File: src/inc/button_regs_defines.svh
`ifndef BUTTON_REGS_DEFINES_SVH
`define BUTTON_REGS_DEFINES_SVH

// register offsets
`define OFS_STATUS 8'h00
`define OFS_BTN0_LO 8'h02
`define OFS_BTN0_HI 8'h03
`define OFS_BTN1_LO 8'h04
`define OFS_BTN1_HI 8'h05
`define OFS_BTN2_LO 8'h06
`define OFS_BTN2_HI 8'h07
`define OFS_BTN3_LO 8'h08
`define OFS_BTN3_HI 8'h09
`define OFS_RST_CTL 8'h0a
`define OFS_CHAN_EN 8'h0c

// reset values
`define RST_CTL_RESET 8'h00
`define CHAN_EN_RESET 8'h1f
`define RESULT_RESET 8'h00

// field positions
`define BIT_FULL_RESET 4
`define BIT_CONFIG_HOLD 0
`define BIT_CHIP_READY 6
`define BIT_SATURATION 4
`define RESULT_LO_BITS 8

// timing
`define CLK_PERIOD_NS 10
`define INIT_TIME_NS 1000
`define INIT_CYCLES ((`INIT_TIME_NS + `CLK_PERIOD_NS - 1) / `CLK_PERIOD_NS)

// bus address, value is arbitrary
`define I2C_DEV_ADDR 7'h2a

`endif

File: src/inc/button_regs_pkg.sv
package button_regs_pkg;

  typedef enum logic [3:0] {
    i2c_idle,
    i2c_addr,
    i2c_addr_ack,
    i2c_addr_hold,
    i2c_wr,
    i2c_wr_ack,
    i2c_wr_hold,
    i2c_rd,
    i2c_rd_ack
  } i2c_state_t;

  typedef struct packed {
    i2c_state_t st;
    logic scl_q;
    logic sda_q;
    logic [7:0] shift;
    logic [2:0] bit_cnt;
    logic rw;
    logic ptr_set;
    logic ack_ok;
    logic [7:0] ptr;
    logic sda_out;
    logic sda_oe;
    logic cfg_hold;
    logic [7:0] chan_en;
    logic sat;
    logic soft_rst;
    logic run;
    logic [3:0] chan_on;
    logic [3:0] lp_on;
  } top_state_t;

endpackage

File: src/hdl/ready_timer.sv
`timescale 1ns/1ps
`include "button_regs_defines.svh"

module ready_timer #(
  parameter int INIT_CYCLES = `INIT_CYCLES
) (
  input wire logic clock,
  input wire logic rst_b,
  input wire logic start,
  output logic ready_q
);

  localparam int CW = $clog2(INIT_CYCLES + 1);

  typedef struct packed {
    logic [CW-1:0] cnt;
    logic ready;
  } timer_state_t;

  timer_state_t q;
  timer_state_t d;

  always_comb begin
    d = q;
    if (start) begin
      // not ready until initialization finishes
      d.cnt = CW'(INIT_CYCLES);
      d.ready = 1'b0;
    end else if (!q.ready) begin
      if (q.cnt <= CW'(1)) begin
        d.cnt = '0;
        d.ready = 1'b1;
      end else begin
        d.cnt = q.cnt - CW'(1);
      end
    end
  end

  always_ff @(posedge clock or negedge rst_b) begin
    if (!rst_b) begin
      q <= '{cnt: '0, ready: 1'b1};
    end else begin
      q <= d;
    end
  end

  assign ready_q = q.ready;

endmodule // ready_timer

File: src/hdl/sample_capture.sv
`timescale 1ns/1ps

module sample_capture #(
  parameter int CHANNELS = 4,
  parameter int WIDTH = 12
) (
  input wire logic clock,
  input wire logic rst_b,
  input wire logic clear,
  input wire logic take,
  input wire logic [CHANNELS*WIDTH-1:0] sample,
  output logic [CHANNELS*WIDTH-1:0] value_q,
  output logic sat_q
);

  typedef struct packed {
    logic [CHANNELS*WIDTH-1:0] value;
    logic sat;
  } cap_state_t;

  cap_state_t q;
  cap_state_t d;

  function automatic logic at_limit(input logic [WIDTH-1:0] v);
    return (v == {1'b0, {(WIDTH-1){1'b1}}}) ||
           (v == {1'b1, {(WIDTH-1){1'b0}}});
  endfunction

  always_comb begin
    d = q;
    d.sat = 1'b0;
    if (clear) begin
      d.value = '0;
    end else if (take) begin
      // all channels latch in one edge, so byte pairs stay coherent
      d.value = sample;
      for (int i = 0; i < CHANNELS; i++) begin
        if (at_limit(sample[i*WIDTH +: WIDTH])) begin
          d.sat = 1'b1;
        end
      end
    end
  end

  always_ff @(posedge clock or negedge rst_b) begin
    if (!rst_b) begin
      q <= '0;
    end else begin
      q <= d;
    end
  end

  assign value_q = q.value;
  assign sat_q = q.sat;

endmodule // sample_capture

File: src/hdl/button_regs_top.sv
// How it works
// - each result is 12-bit signed: low byte, then four bits, top nibble zero
// - channel results pair at consecutive offsets, low byte first, reset zero
// - writing one to full-reset bit returns every register to default
// - after full reset, no conversion until the chip reports ready
// - config-hold bit set stops conversion but keeps all settings
// - enable bits 3..0 switch sensing channels 3..0 on or off
// - bits 7..4 enable low power per channel, only with normal enable
// - enable register resets to 1f: all channels on, channel 0 low power
// - reset control resets to 00, reserved bits read zero
// - saturation flag sets at result +7ff or -800, status read clears
// - status bit 6 reads zero until chip ready, then one
`timescale 1ns/1ps
`include "button_regs_defines.svh"

module button_regs_top #(
  parameter logic [6:0] DEV_ADDR = `I2C_DEV_ADDR,
  parameter int INIT_CYCLES = `INIT_CYCLES
) (
  input wire logic clock,
  input wire logic rst_b,
  input wire logic scl_in,
  input wire logic sda_in,
  output logic sda_out,
  output logic sda_oe,
  input wire logic result_valid,
  input wire logic [47:0] result_data,
  output logic conv_run,
  output logic [3:0] chan_active,
  output logic [3:0] lowpower_on,
  output logic chip_ready
);

  localparam int WIDTH = 12;
  localparam int CHANNELS = 4;

  button_regs_pkg::top_state_t q;
  button_regs_pkg::top_state_t d;

  logic [CHANNELS*WIDTH-1:0] values;
  logic sat_pulse;
  logic ready;
  logic scl_rise;
  logic scl_fall;
  logic bus_start;
  logic bus_stop;
  logic [7:0] byte_in;
  logic [7:0] rd_byte;
  logic load_rd;
  logic wr_en;
  logic clr_sat;

  function automatic logic [7:0] reg_read(
    input logic [7:0] ofs,
    input logic [CHANNELS*WIDTH-1:0] vals,
    input logic rdy,
    input logic sat,
    input logic cfg,
    input logic [7:0] en
  );
    logic [7:0] r;
    logic [WIDTH-1:0] v;
    logic [7:0] k;
    r = 8'h00;
    v = '0;
    k = 8'h00;
    if (ofs >= `OFS_BTN0_LO && ofs <= `OFS_BTN3_HI) begin
      k = (ofs - `OFS_BTN0_LO) >> 1;
      v = vals[k[1:0]*WIDTH +: WIDTH];
      if (ofs[0]) begin
        // reserved upper nibble reads zero
        r = {4'h0, v[WIDTH-1:`RESULT_LO_BITS]};
      end else begin
        r = v[`RESULT_LO_BITS-1:0];
      end
    end else begin
      case (ofs)
        `OFS_STATUS: begin
          r[`BIT_CHIP_READY] = rdy;
          r[`BIT_SATURATION] = sat;
        end
        `OFS_RST_CTL: begin
          // full reset self-clears, so only the hold bit reads back
          r[`BIT_CONFIG_HOLD] = cfg;
        end
        `OFS_CHAN_EN: begin
          r = en;
        end
        default: begin
          r = 8'h00;
        end
      endcase
    end
    return r;
  endfunction

  sample_capture #(
    .CHANNELS(CHANNELS),
    .WIDTH(WIDTH)
  ) u_capture (
    .clock(clock),
    .rst_b(rst_b),
    .clear(q.soft_rst),
    .take(result_valid && q.run),
    .sample(result_data),
    .value_q(values),
    .sat_q(sat_pulse)
  );

  ready_timer #(
    .INIT_CYCLES(INIT_CYCLES)
  ) u_ready (
    .clock(clock),
    .rst_b(rst_b),
    .start(q.soft_rst),
    .ready_q(ready)
  );

  // pins are taken as synchronous, one register suffices for edges
  assign scl_rise = !q.scl_q && scl_in;
  assign scl_fall = q.scl_q && !scl_in;
  assign bus_start = q.scl_q && scl_in && q.sda_q && !sda_in;
  assign bus_stop = q.scl_q && scl_in && !q.sda_q && sda_in;
  assign byte_in = {q.shift[6:0], sda_in};
  assign rd_byte = reg_read(q.ptr, values, ready, q.sat, q.cfg_hold,
                            q.chan_en);

  always_comb begin
    d = q;
    d.scl_q = scl_in;
    d.sda_q = sda_in;
    d.soft_rst = 1'b0;
    d.sda_out = 1'b0;
    load_rd = 1'b0;
    wr_en = 1'b0;
    clr_sat = 1'b0;

    case (q.st)
      button_regs_pkg::i2c_idle: begin
        d.sda_oe = 1'b0;
      end
      button_regs_pkg::i2c_addr: begin
        if (scl_rise) begin
          d.shift = byte_in;
          d.bit_cnt = q.bit_cnt + 3'd1;
          if (q.bit_cnt == 3'd7) begin
            if (byte_in[7:1] == DEV_ADDR) begin
              d.rw = byte_in[0];
              d.ptr_set = byte_in[0] ? q.ptr_set : 1'b0;
              d.st = button_regs_pkg::i2c_addr_ack;
            end else begin
              d.st = button_regs_pkg::i2c_idle;
            end
          end
        end
      end
      button_regs_pkg::i2c_addr_ack: begin
        if (scl_fall) begin
          d.sda_oe = 1'b1;
          d.st = button_regs_pkg::i2c_addr_hold;
        end
      end
      button_regs_pkg::i2c_addr_hold: begin
        if (scl_fall) begin
          if (q.rw) begin
            load_rd = 1'b1;
          end else begin
            d.sda_oe = 1'b0;
            d.bit_cnt = 3'd0;
            d.st = button_regs_pkg::i2c_wr;
          end
        end
      end
      button_regs_pkg::i2c_wr: begin
        if (scl_rise) begin
          d.shift = byte_in;
          d.bit_cnt = q.bit_cnt + 3'd1;
          if (q.bit_cnt == 3'd7) begin
            d.st = button_regs_pkg::i2c_wr_ack;
            if (!q.ptr_set) begin
              d.ptr = byte_in;
              d.ptr_set = 1'b1;
            end else begin
              wr_en = 1'b1;
              d.ptr = q.ptr + 8'h01;
            end
          end
        end
      end
      button_regs_pkg::i2c_wr_ack: begin
        if (scl_fall) begin
          d.sda_oe = 1'b1;
          d.st = button_regs_pkg::i2c_wr_hold;
        end
      end
      button_regs_pkg::i2c_wr_hold: begin
        if (scl_fall) begin
          d.sda_oe = 1'b0;
          d.bit_cnt = 3'd0;
          d.st = button_regs_pkg::i2c_wr;
        end
      end
      button_regs_pkg::i2c_rd: begin
        if (scl_fall) begin
          if (q.bit_cnt == 3'd7) begin
            d.sda_oe = 1'b0;
            d.st = button_regs_pkg::i2c_rd_ack;
          end else begin
            d.shift = {q.shift[6:0], 1'b0};
            d.bit_cnt = q.bit_cnt + 3'd1;
            d.sda_oe = !q.shift[6];
          end
        end
      end
      button_regs_pkg::i2c_rd_ack: begin
        if (scl_rise) begin
          d.ack_ok = !sda_in;
        end else if (scl_fall) begin
          if (q.ack_ok) begin
            load_rd = 1'b1;
          end else begin
            d.st = button_regs_pkg::i2c_idle;
          end
        end
      end
      default: begin
        d.st = button_regs_pkg::i2c_idle;
        d.sda_oe = 1'b0;
      end
    endcase

    // the byte is frozen at load, so a read-clear cannot tear it
    if (load_rd) begin
      d.shift = rd_byte;
      d.bit_cnt = 3'd0;
      d.ptr = q.ptr + 8'h01;
      d.sda_oe = !rd_byte[7];
      d.st = button_regs_pkg::i2c_rd;
      clr_sat = (q.ptr == `OFS_STATUS);
    end

    if (bus_start) begin
      d.st = button_regs_pkg::i2c_addr;
      d.bit_cnt = 3'd0;
      d.sda_oe = 1'b0;
    end else if (bus_stop) begin
      d.st = button_regs_pkg::i2c_idle;
      d.sda_oe = 1'b0;
    end

    // writes while initializing are dropped; host waits for ready
    if (wr_en && ready) begin
      if (q.ptr == `OFS_RST_CTL) begin
        d.cfg_hold = byte_in[`BIT_CONFIG_HOLD];
        d.soft_rst = byte_in[`BIT_FULL_RESET];
      end else if (q.ptr == `OFS_CHAN_EN) begin
        d.chan_en = byte_in;
      end
    end

    // set wins over the status-read clear
    if (clr_sat) begin
      d.sat = 1'b0;
    end
    if (sat_pulse) begin
      d.sat = 1'b1;
    end

    if (d.soft_rst) begin
      d.cfg_hold = 1'(`RST_CTL_RESET >> `BIT_CONFIG_HOLD);
      d.chan_en = `CHAN_EN_RESET;
      d.sat = 1'b0;
    end

    d.run = ready && !q.cfg_hold && !q.soft_rst;
    d.chan_on = q.chan_en[3:0];
    d.lp_on = q.chan_en[7:4] & q.chan_en[3:0];
  end

  always_ff @(posedge clock or negedge rst_b) begin
    if (!rst_b) begin
      q <= '0;
      q.st <= button_regs_pkg::i2c_idle;
      q.scl_q <= 1'b1;
      q.sda_q <= 1'b1;
      q.chan_en <= `CHAN_EN_RESET;
      q.cfg_hold <= 1'b0;
    end else begin
      q <= d;
    end
  end

  assign sda_out = q.sda_out;
  assign sda_oe = q.sda_oe;
  assign conv_run = q.run;
  assign chan_active = q.chan_on;
  assign lowpower_on = q.lp_on;
  assign chip_ready = ready;

endmodule // button_regs_top

File: config.mk
export PLATFORM = sky130hd
export DESIGN_NAME = button_regs_top
export DESIGN_NICKNAME = d
export VERILOG_FILES = /design/src/inc/button_regs_pkg.sv /design/src/hdl/ready_timer.sv /design/src/hdl/sample_capture.sv /design/src/hdl/button_regs_top.sv
export VERILOG_INCLUDE_DIRS = /design/src /design/src/inc
export SDC_FILE = /design/constraint.sdc
export NUM_CORES = 1
export LEC_CHECK = 0
export BUFFER_PORTS_ARGS = -buffer_cell sky130_fd_sc_hd__buf_2
export CORE_MARGIN = 2
export CORE_UTILIZATION = 30
export CTS_BUF_LIST = sky130_fd_sc_hd__clkbuf_8 sky130_fd_sc_hd__clkbuf_16
export DETAILED_ROUTE_END_ITERATION = 10
export HOLD_SLACK_MARGIN = 0.02
export PLACE_DENSITY = 0.56
export SETUP_SLACK_MARGIN = 0.5
export SLEW_MARGIN = 20
export SYNTH_ARGS = -nofsm -noshare
export SYNTH_HDL_FRONTEND = slang
export SYNTH_SLANG_ARGS = --single-unit
File: constraint.sdc
create_clock -name clock -period 2.8 [get_ports clock]
set_clock_uncertainty 0.2 [all_clocks]
set_input_delay 0.28 -clock clock [delete_from_list [all_inputs] [get_ports clock]]
set_output_delay 0.28 -clock clock [all_outputs]
set_load 0.01 [all_outputs]
After elaboration in Yosys (flattened, before gate mapping)
Cells that the tools add are included.

Bits in registers: 105. Input port bits: 53. Logic and storage cells: 226. Output and inout port bits: 12.

Bitwise logic cells: 1. Mux-type cells: 90. Shifts and indexed selects: 1. Equality and inequality tests: 56. Reduce and logical (&&, ||, !) cells: 49. Multipliers: 1. Add/sub/neg operators: 4. Order comparisons: 3.

Operators with widths (number): 2-to-1 mux 8 bit (11); != test 5 bit (second input constant) (14); 2-to-1 mux 4 bit (17); 2-to-1 mux 10 bit (5); 2-to-1 mux 49 bit (1); equality test 12 x 11 -> 1 bit (second input constant) (4); equality test 12 bit (second input constant) (4); 2-to-1 mux 48 bit (1); indexed part select 48 x 7 -> 12 bit (1); one-hot mux 4 bit (9 select lines) (1); 2-to-1 mux 1 bit (35); != test 4 bit (second input constant) (8); one-hot mux 7 bit (3 select lines) (1); equality test 4 x 3 -> 1 bit (second input constant) (4); equality test 8 x 4 -> 1 bit (second input constant) (2); != test 2 bit (second input constant) (8); nonzero test 2 bit (8); 2-to-1 mux 3 bit (5); one-hot mux 3 bit (5 select lines) (1); AND reduction 15 bit (1); logical AND 1 bit (12); 2-to-1 mux 12 bit (1); != test 3 bit (second input constant) (4); one-hot mux 1 bit (2 select lines) (5); 36 further kinds (51).

Longest topological paths before layout
Gate-level depths: netlist of run 1.

Depth in word-level cells: 9. Mapped depth: 10. Gate-level depth less buffers: 8.

Modules after synthesis
From an unflattened synthesis of run 1, not the netlist that was laid out.

Cells, all modules: 562. Area, all modules: 5884.4 µm².

Modules (own cells, without submodules): button_regs_top (area each 3269.4 µm², cells each 328, times used 1, sequential area each 1209.9 µm²); sample_capture (area each 2182.1 µm², cells each 191, times used 1, sequential area each 1226.2 µm²); ready_timer (area each 432.9 µm², cells each 43, times used 1, sequential area each 201.4 µm²).

Least setup slack after synthesis of run 1
Ideal clock, no wire load.

Path type: flip-flop to flip-flop. From: reg q[23] in the netlist's numbering. To: reg q, in the netlist byte_in[1]. Period minus slack after synthesis: 2405 ps. Slack: 395 ps. Library setup time: 78 ps. Required time: 2522 ps. Arrival: 2127 ps. Buffers on the path: 2. Cell stages (with the launch flop): 9. Cells stage by stage: dfrtp_1 > buf_2 > buf_2 > inv_1 > ha_1 > or4b_2 > a21oi_1 > a211oi_1 > a21oi_1.

Cells in the longest elaborated chain, start to end: 6. Elaborated cells between the ends (all ways): 12. Those cells by class: 1 x add/sub; 1 x mul; 2 x order compare; 2 x eq/ne; 1 x shift; 4 x mux; 1 x reduce/logical.

RTL lines: start: declaration (RTL line button_regs_top.sv:37) `button_regs_pkg::top_state_t q;`; subtractor 3 x 2 -> 3 bit (no line); multiplier 2 x 2 -> 4 bit (RTL line button_regs_top.sv:69) `v = vals[k[1:0]*WIDTH +: WIDTH];`; indexed part select 48 x 7 -> 12 bit (RTL line button_regs_top.sv:69); 2-to-1 mux 8 bit (RTL line button_regs_top.sv:70) `if (ofs[0]) begin`; 2-to-1 mux 8 bit * (RTL line button_regs_top.sv:67) `` if (ofs >= `OFS_BTN0_LO && ofs <= `OFS_BTN3_HI) begin ``; 2-to-1 mux 10 bit * (RTL line button_regs_top.sv:233) `if (load_rd) begin`.

Every way passes the cells marked *; elsewhere a longest branch is shown, timed or not. A chain may end at the register's enable or synchronous reset.

Final worst setup path of run 1
From: reg q[45] in the netlist's numbering. To: reg q, in the netlist byte_in[1].

Cells in the longest elaborated chain, start to end: 6. Elaborated cells between the ends (all ways): 14. Those cells by class: 4 x eq/ne; 5 x mux; 5 x reduce/logical.

RTL lines: logical AND 1 bit / zero test 1 bit (equally long branches) (RTL line button_regs_top.sv:121, button_regs_top.sv:120); 2-to-1 mux 1 bit / logical AND 1 bit (equally long branches) (RTL line button_regs_top.sv:218, button_regs_top.sv:120); 2-to-1 mux 1 bit (RTL line button_regs_top.sv:216) `if (scl_rise) begin`; one-hot mux 1 bit (2 select lines) (RTL line button_regs_top.sv:138) `case (q.st)`; != test 3 bit (no line) / nonzero test 4 bit (equally long branches); AND reduction 5 bit (no line).

Parallel ways exist; a longest one is shown, timed or not.

==> impl_metrics.csv, run 1 <==
group,metric,value,unit
critical_path,cp-end-kind,"flip-flop",
pwr,power.leakage,3.17,nW
grt,grt_max_degree,49,
die,core_area,18600,sq um
die,die_w,141,um
logic_synthesis,synthTopCellsByArea,"dfrtp_1 (43%), a22o_1 (8.0%), mux4_2 (4.8%)",
finish,syn_to_final_growth,29.2,%
sta,worst_pin_slew,0.566,ns
logic_synthesis,synthFlopType,"dfrtp_1",
clock_network,cts_max_path_buffers,2,
drt,via_count,4836,
sta,fmax,0.435,GHz
clock_network,clk_pin_slew,0.07,ns
grt,grt_pass1_wl,25.9,mm
sta,rsz0062_at_grt,"true",
sta,fin_hold_ws,0.175,ns
logic_synthesis,yosysTopAreaCellShare,42.8,%
die,start_util,30.4,%
place,postPlaceCellArea,6200,sq um
clock_network,cts_buffers,9,
finish,nNetsFinal,709,
drt,post-route-drc-count,0,
clock_network,cts_tree,"built",
sta,fin_crit_sh,82.2,%
min_path,min_path_type,"input port to flip-flop",
drt,wire_per_inst,18.2,um
die,design.die.area,20000,sq um
grt,track_usage,16.5,%
drt,vias_per_cell,5.46,
critical_path,critPathRequiredTime,2.85,ns
finish,diodes,0,
drt,antenna_left,0,
logic_synthesis,netlist_area,5670,sq um
logic_synthesis,ys_async_sr_fraction,100,%
sta,slew_headroom,62.3,%
sta,hold_violations,0,
grt,grt_antenna_before_repair,0,
die,io_pins,65,
logic_synthesis,synth_cell_types,67,
critical_path,crit_type,"flip-flop to flip-flop",
clock_network,cts.sinks,105,
place,hpwl,11.3,mm
place,place_congestion,0.894,
critical_path,r2r_start,"q[45]",
finish,final_core_util,39.3,%
min_path,hp-start,"scl_in",
sta,setup_viol,0,
clock_network,clkLatencyLatePin,0.36,ns
clock_network,ctsHtreeMaxLevel,3,
logic_synthesis,synth_edf_count,0,
critical_path,ff2ff_path_depth,5,
die,rows,50,
drt,drt_iter0_markers,346,
clock_network,clockRootBuffer,"clkbuf_16",
min_path,min_path_cells,3,
sta,slew_viol_final,0,
sta,period_needed,2.30,ns
logic_synthesis,avgSynthCellArea,10.6,sq um
pwr,p_per_area,526,nW/um^2
logic_synthesis,yosys_warnings,0,
finish,layout-drive-gt1-share,26.8,%
run,max_cap_violations,0,
run_status,status,"finished clean",
logic_synthesis,synth_commonest_cells,"dfrtp_1 (97), a22o_1 (52), nand2_1 (44), nor2_1 (24), o21ai_0 (24)",
logic_synthesis,synthCells,534,
critical_path,cp_max_fo,8,
drt,wirelength,16.1,mm
pwr,ir_drop,0.296,mV
finish,finalInstanceArea,7320,sq um
grt,grt_overflow_total,0,
logic_synthesis,yosysTopAreaCell,"dfrtp_1",
critical_path,worst-endpoint-arrival,2.35,ns
logic_synthesis,yosysMostFrequentCell,"dfrtp_1",
grt,grt_pass1_vias,4834,
place,dp_cells,802,
die,die_h,141,um
sta,timing.setup.tns,0,ns
critical_path,crit_start,"q[45]",
finish,final_cells,886,
drt,drtPass1Iterations,6,
logic_synthesis,yosysSeqAreaShare,46.5,%
critical_path,start_kind,"flip-flop",
place,portBuffers,63,
logic_synthesis,postSynthNetCount,596,
logic_synthesis,synth_seq_cells,105,
==> through the flow <==
step / setup slack (ns) / total power, W
global route: 0.379 / 0.00404
detailed placement: 0.185 / 0.00244
finish: 0.499 / 0.00385
floorplan: 0.507 / 0.00218
global placement: 0.281 / 0.00243
CTS: 0.479 / 0.00384
==> power breakdown <==
group	total [W]	switching, W	internal (W)
Combinational	0.000695	0.000327	0.000368
Sequential	0.00183	0.000175	0.00165
Clock	0.00133	0.000598	0.000730
Total	0.00385	0.00110	0.00275
==> worst paths after layout <==
kind	endpoint	slack, ns
setup / recovery	byte_in[1]	0.50
hold / removal	q[46]	0.18
setup reg to reg	byte_in[1]	0.50
hold reg to reg	chan_active[0]	0.24
max in group asynchronous	q[23]	1.45
min in group asynchronous	q[19]	0.20
==> worst max-delay path, cell delays in order (launching register included) <==
cell	delay (ns)
dfstp_2	0.62
nand3b_1	0.23
nor4_2	0.48
or2_2	0.32
mux2i_1	0.25
a21oi_1	0.09
==> final cells by class <==
cell class                      count  area [sq um]
Timing Repair Buffer              146          1090
Tap cell                          234           293
Inverter                           20          75.1
Clock buffer                       10           239
Sequential cell                   105          2650
Multi-Input combinational cell    365          2900
Fill cell                        1796         11300
Clock inverter                      6          77.6
==> cell families after synthesis <==
family,Yosys count,share of synthesized area (%)
and+or+nand+nor,174,17.8
muxes,29,7.84
other,1,0.0662
xor gates and xnor gates,3,0.464
DFF,105,46.5
adders and majority gates,9,1.99
AOI/OAI and AO/OA,149,19.7
buffers and inverters,64,5.54
==> cell usage in the layout (no fill, tap or decap), types with 9 or more instances in the layout <==
cell / instances
inv_1: 18
nor2_1: 24
a21oi_1: 18
nand4_1: 11
buf_4: 29
nor4_1: 9
dlygate4sd3_1: 51
a22o_1: 52
mux4_2: 12
nand2_1: 42
buf_2: 62
nor3_1: 14
o21ai_0: 24
mux2i_1: 14
clkbuf_16: 9
dfrtp_1: 92
==> per-layer routing <==
metal	vias up	share of wire, %	GRT usage, %	wire (um)
li1	2253	-	-	-
met3	21	6.1	3.78	985
met5	-	0	0	0
met1	2362	45	22.5	7270
met4	0	1.9	6.68	310
met2	200	47	25.3	7530
==> sequential cells by signal, summed over array words and instances (netlist names) <==
signal and count:
sda_oe 1, d 4, u_ready.q 7, byte_in 7, conv_run 1, q 27, u_ready.ready_q 1, u_capture.sat_q 1
lowpower_on 4, u_capture.value_q 48, chan_active 4
==> repair_timing <==
item                                   CTS  global route
resized for setup                       19            24
hold buffers                            51             0
setup endpoints to repair               29            27
endpoints found under the hold margin   79             0
buffers inserted                         0            17
pin swaps                                1             4
Power figures use the tool's default switching activity.
==> run 2, diff against run 1 <==
Clock period 2.8 ns to 2.4 ns, I/O delays scaled along.
==> impl_metrics.csv, run 2 (same netlist as run 1, synthesis figures left out) <==
group,metric,value,unit
finish,diodes,0,
drt,post-route-drc-count,0,
die,design.die.area,20000,sq um
finish,layout-drive-gt1-share,37.9,%
die,die_w,141,um
finish,final_core_util,43.0,%
finish,largest_reg_flops,48,
run,max_cap_violations,0,
sta,timing.setup.tns,0,ns
drt,drt_iter0_markers,384,
pwr,p_total,0.00469,W
critical_path,path_buf_inv,1,
critical_path,worst-path-stages,4,
drt,via_count,5102,
grt,track_usage,16.9,%
die,start_util,30.4,%
place,hpwl,11.2,mm
sta,period_needed,2.14,ns
drt,wirelength,16.9,mm
critical_path,cp_max_fo,3,
sta,setup_viol,0,
place,portBuffers,63,
run_status,status,"finished clean",
die,io_pins,65,
sta,fin_crit_sh,89.0,%
sta,rsz0062_at_grt,"true",
clock_network,cts.sinks,105,
clock_network,ctsHtreeMaxLevel,3,
place,dp_cells,813,
clock_network,cts_max_path_buffers,2,
critical_path,cp-end-kind,"flip-flop",
critical_path,crit_type,"flip-flop to flip-flop",
finish,syn_to_final_growth,41.5,%
grt,grt_overflow_total,0,
drt,wire_per_inst,18.2,um
grt,grt_antenna_before_repair,0,
critical_path,ff2ff_path_depth,4,
pwr,ir_drop,0.335,mV
sta,slew_viol_final,0,
die,rows,50,
finish,final_cell_mix,"dfrtp_1 (89), buf_2 (62), buf_4 (54)",
place,place_congestion,0.907,
critical_path,critPathRequiredTime,2.44,ns
grt,grt_pass1_wl,26.5,mm
die,die_h,141,um
grt,grt_max_degree,49,
finish,final_cells,928,
die,core_area,18600,sq um
clock_network,clockRootBuffer,"clkbuf_16",
pwr,power.leakage,3.47,nW
finish,final_common_cell,"dfrtp_1",
drt,vias_per_cell,5.50,
sta,worst_pin_slew,0.628,ns
critical_path,worst-endpoint-arrival,2.18,ns
sta,hold_violations,0,
min_path,min_path_type,"input port to flip-flop",
clock_network,clkLatencyLatePin,0.36,ns
drt,drtPass1Iterations,5,
clock_network,cts_tree,"built",
sta,slew_headroom,58.1,%
min_path,min_path_cells,2,
clock_network,cts_buffers,9,
drt,antenna_left,0,
critical_path,cpLargestDelayFamily,"simple AND/OR/NAND/NOR gates",
clock_network,clk_pin_slew,0.07,ns
critical_path,critical_path.max_stage_delay,0.60,ns
finish,nNetsFinal,751,
grt,grt_pass1_vias,5078,
critical_path,cp_cell_sequence,"or4_4 -> buf_4 -> nor4_4 -> mux2_4",
critical_path,start_kind,"flip-flop",
critical_path,cp_slowest_cell,"or4_4",
pwr,p_per_area,585,nW/um^2
sta,fmax,0.468,GHz
run 2: changes by cell type in the layout (fill, tap and decap cells not counted), moves of 4 or more:
cell / delta
a21oi_2: +5
buf_4: +25
a221oi_2: +5
nand2_1: -16
ha_1: -4
nand2_2: +14
dfrtp_2: +4
buf_6: +15
a221oi_1: -6
a21oi_1: -5
run 2: layer usage:
metal | share of wire [%] | GRT usage [%]
met1 | 44 | 22.6
met2 | 47 | 27.3
met3 | 5.8 | 3.64
met4 | 2.4 | 5.79
met5 | 0 | 0
run 2: path summary, 6_finish.rpt:
| check | start | to | slack [ns] |
|---|---|---|---|
| max | q[27] | q[19] | 0.26 |
| min | sda_in | q[30] | 0.10 |
| max reg2reg | q[27] | q[19] | 0.26 |
| min reg2reg | d[4] | chan_active[0] | 0.23 |
| max in group asynchronous | rst_b | d[7] | 1.10 |
| min in group asynchronous | rst_b | q[16] | 0.25 |
run 2: area by class of cell:
type | count | area [sq um]
clock buffers | 10 | 239
clock inverters | 6 | 73.8
fillers | 1740 | 10600
inverters | 20 | 82.6
multi-input cells | 365 | 3170
flip-flops and latches | 105 | 2650
well taps | 234 | 293
repair buffers | 188 | 1510
run 2: per-stage QoR:
step / hold WS, ns / setup slack (ns) / area [sq um]
floorplan: -0.256 / 0.282 / 5830
global placement: 0.0945 / 0.129 / 6410
detailed placement: 0.108 / 0.124 / 6410
CTS: -0.167 / 0.249 / 7690
global route: 0.106 / 0.205 / 8020
finish: 0.104 / 0.263 / 8020
run 2: timing repair:
item / in CTS / in global routing
cloned: 1 / 0
hold buffers: 50 / 1
buffers inserted: 31 / 16
endpoints found under the setup margin: 37 / 39
pin swaps: 21 / 19
hold endpoints to repair: 90 / 1
gates resized for setup: 55 / 47
run 2: report_power, final:
| group | switching (W) | total, W | internal [W] |
|---|---|---|---|
| logic | 0.000483 | 0.00102 | 0.000540 |
| registers | 0.000181 | 0.00211 | 0.00193 |
| clock network | 0.000707 | 0.00156 | 0.000853 |
==> run 3, diff against run 2 <==
Settings changed: CORE_MARGIN 2 to 1.
==> impl_metrics.csv, run 3 (same netlist as run 1, synthesis figures left out) <==
group,metric,value,unit
drt,drt_iter0_markers,381,
sta,rsz0062_at_grt,"true",
critical_path,r2r_slack,0.27,ns
clock_network,clockRootBuffer,"clkbuf_16",
die,die_h,139,um
pwr,power.leakage,3.41,nW
critical_path,cp-end-kind,"flip-flop",
finish,final_cell_mix,"dfrtp_1 (89), buf_2 (62), buf_4 (58)",
critical_path,critPathRequiredTime,2.48,ns
critical_path,critical_path.max_stage_delay,0.39,ns
finish,seqCellArea,2650,sq um
clock_network,cts_tree,"built",
pwr,ir_drop,0.325,mV
sta,timing.setup.tns,0,ns
drt,via_count,5142,
sta,fin_crit_sh,89.0,%
finish,largest_reg_flops,48,
grt,track_usage,18.4,%
clock_network,clkLatencyLatePin,0.37,ns
drt,post-route-drc-count,0,
sta,hold_violations,0,
critical_path,cpLargestDelayFamily,"compound AO/OA/AOI/OAI gates",
min_path,holdPathEnd,"q[30]",
grt,grt_overflow_total,0,
die,core_area,18200,sq um
die,io_pins,65,
critical_path,path_buf_inv,0,
pwr,p_total,0.00465,W
critical_path,r2r_start,"q[34]",
sta,period_needed,2.13,ns
critical_path,start_kind,"flip-flop",
run_status,status,"finished clean",
finish,n_fill_cell,1653,
place,place_congestion,0.899,
finish,nNetsFinal,746,
place,portBuffers,63,
run,max_cap_violations,0,
drt,antenna_left,0,
pwr,p_per_area,588,nW/um^2
clock_network,clk_pin_slew,0.07,ns
die,die_w,139,um
sta,worst_pin_slew,0.582,ns
grt,grt_antenna_before_repair,0,
finish,final_common_cell,"dfrtp_1",
die,rows,49,
clock_network,cts_buffers,9,
grt,grt_pass1_vias,5209,
sta,fmax,0.468,GHz
finish,layout-drive-gt1-share,37.6,%
critical_path,cp_cell_sequence,"ha_2 -> ha_4 -> a21oi_2 -> o311ai_2 -> and3_1 -> o211ai_1 -> mux2i_1",
min_path,hp-start,"sda_in",
sta,setup_viol,0,
finish,syn_to_final_growth,39.4,%
drt,wirelength,17.4,mm
sta,slew_headroom,61.2,%
drt,wire_per_inst,19.0,um
finish,diodes,0,
clock_network,cts.sinks,105,
place,hpwl,11.5,mm
critical_path,cp_slowest_cell,"dfrtp_1",
drt,drtPass1Iterations,5,
finish,multiInputGateArea,3130,sq um
clock_network,ctsHtreeMaxLevel,3,
critical_path,cp_max_fo,6,
min_path,min_path_type,"input port to flip-flop",
critical_path,worst-endpoint-arrival,2.21,ns
die,design.die.area,19400,sq um
critical_path,r2r_end,"q[46]",
grt,grt_max_degree,49,
die,start_util,31.1,%
min_path,min_path_cells,2,
finish,final_core_util,43.4,%
grt,grt_pass1_wl,28.0,mm
critical_path,ff2ff_path_depth,7,
clock_network,cts_max_path_buffers,2,
sta,slew_viol_final,0,
critical_path,crit_type,"flip-flop to flip-flop",
drt,vias_per_cell,5.60,
-- run 3: through the flow --
stage | setup slack (ns) | hold WS, ns | instances | cell area, sq um
global route | 0.183 | 0.0871 | 918 | 7900
CTS | 0.342 | 0.0820 | 914 | 7780
detailed placement | 0.152 | 0.0846 | 814 | 6430
finish | 0.265 | 0.0927 | 918 | 7900
global placement | 0.194 | 0.0789 | 814 | 6430
floorplan | 0.282 | -0.256 | 534 | 5830
-- run 3: final cells by class --
class / count / share of cell area (%)
Sequential cell: 105 / 33.5
Multi-Input combinational cell: 366 / 39.7
Inverter: 20 / 1.11
Tap cell: 229 / 3.63
Clock inverter: 6 / 0.918
Clock buffer: 10 / 3.02
Timing Repair Buffer: 182 / 18.2
-- run 3: worst max path at each step --
stage	slack, ns	depth (start not counted)	from	end
2_1_floorplan	0.28	10	q[23]	q[16]
5_1_grt	0.18	7	q[33]	q[46]
4_1_cts	0.34	7	q[23]	byte_in[3]
3_5_place_dp	0.15	7	q[33]	q[26]
6_report	0.27	7	q[34]	q[46]
3_3_place_gp	0.19	7	q[33]	q[26]
-- run 3: per-layer routing --
metal,up-vias,track usage (%),wire [um]
li1,2333,-,-
met3,36,3.34,812
met5,-,0,0
met1,2607,24.2,7820
met4,0,7.49,469
met2,166,30.0,8310
-- run 3: power by group --
part / leakage (nW) / internal (W) / switching, W
sequential: 1.30 / 0.00193 / 0.000194
combinational: 1.96 / 0.000521 / 0.000477
clock: 0.152 / 0.000770 / 0.000759
total: 3.41 / 0.00322 / 0.00143
-- run 3: worst register-to-register path, stage by stage, from the launching register on --
cell	delay, ns
dfrtp_1	0.39
ha_2	0.20
ha_4	0.19
a21oi_2	0.17
o311ai_2	0.12
and3_1	0.21
o211ai_1	0.32
mux2i_1	0.25
-- run 3: timing repair --
action	CTS	global route
setup buffers	31	4
hold endpoints to repair	83	0
pin swaps	37	6
setup endpoints to repair	38	78
hold buffers	51	0
cloned	2	0
gates resized for setup	63	25
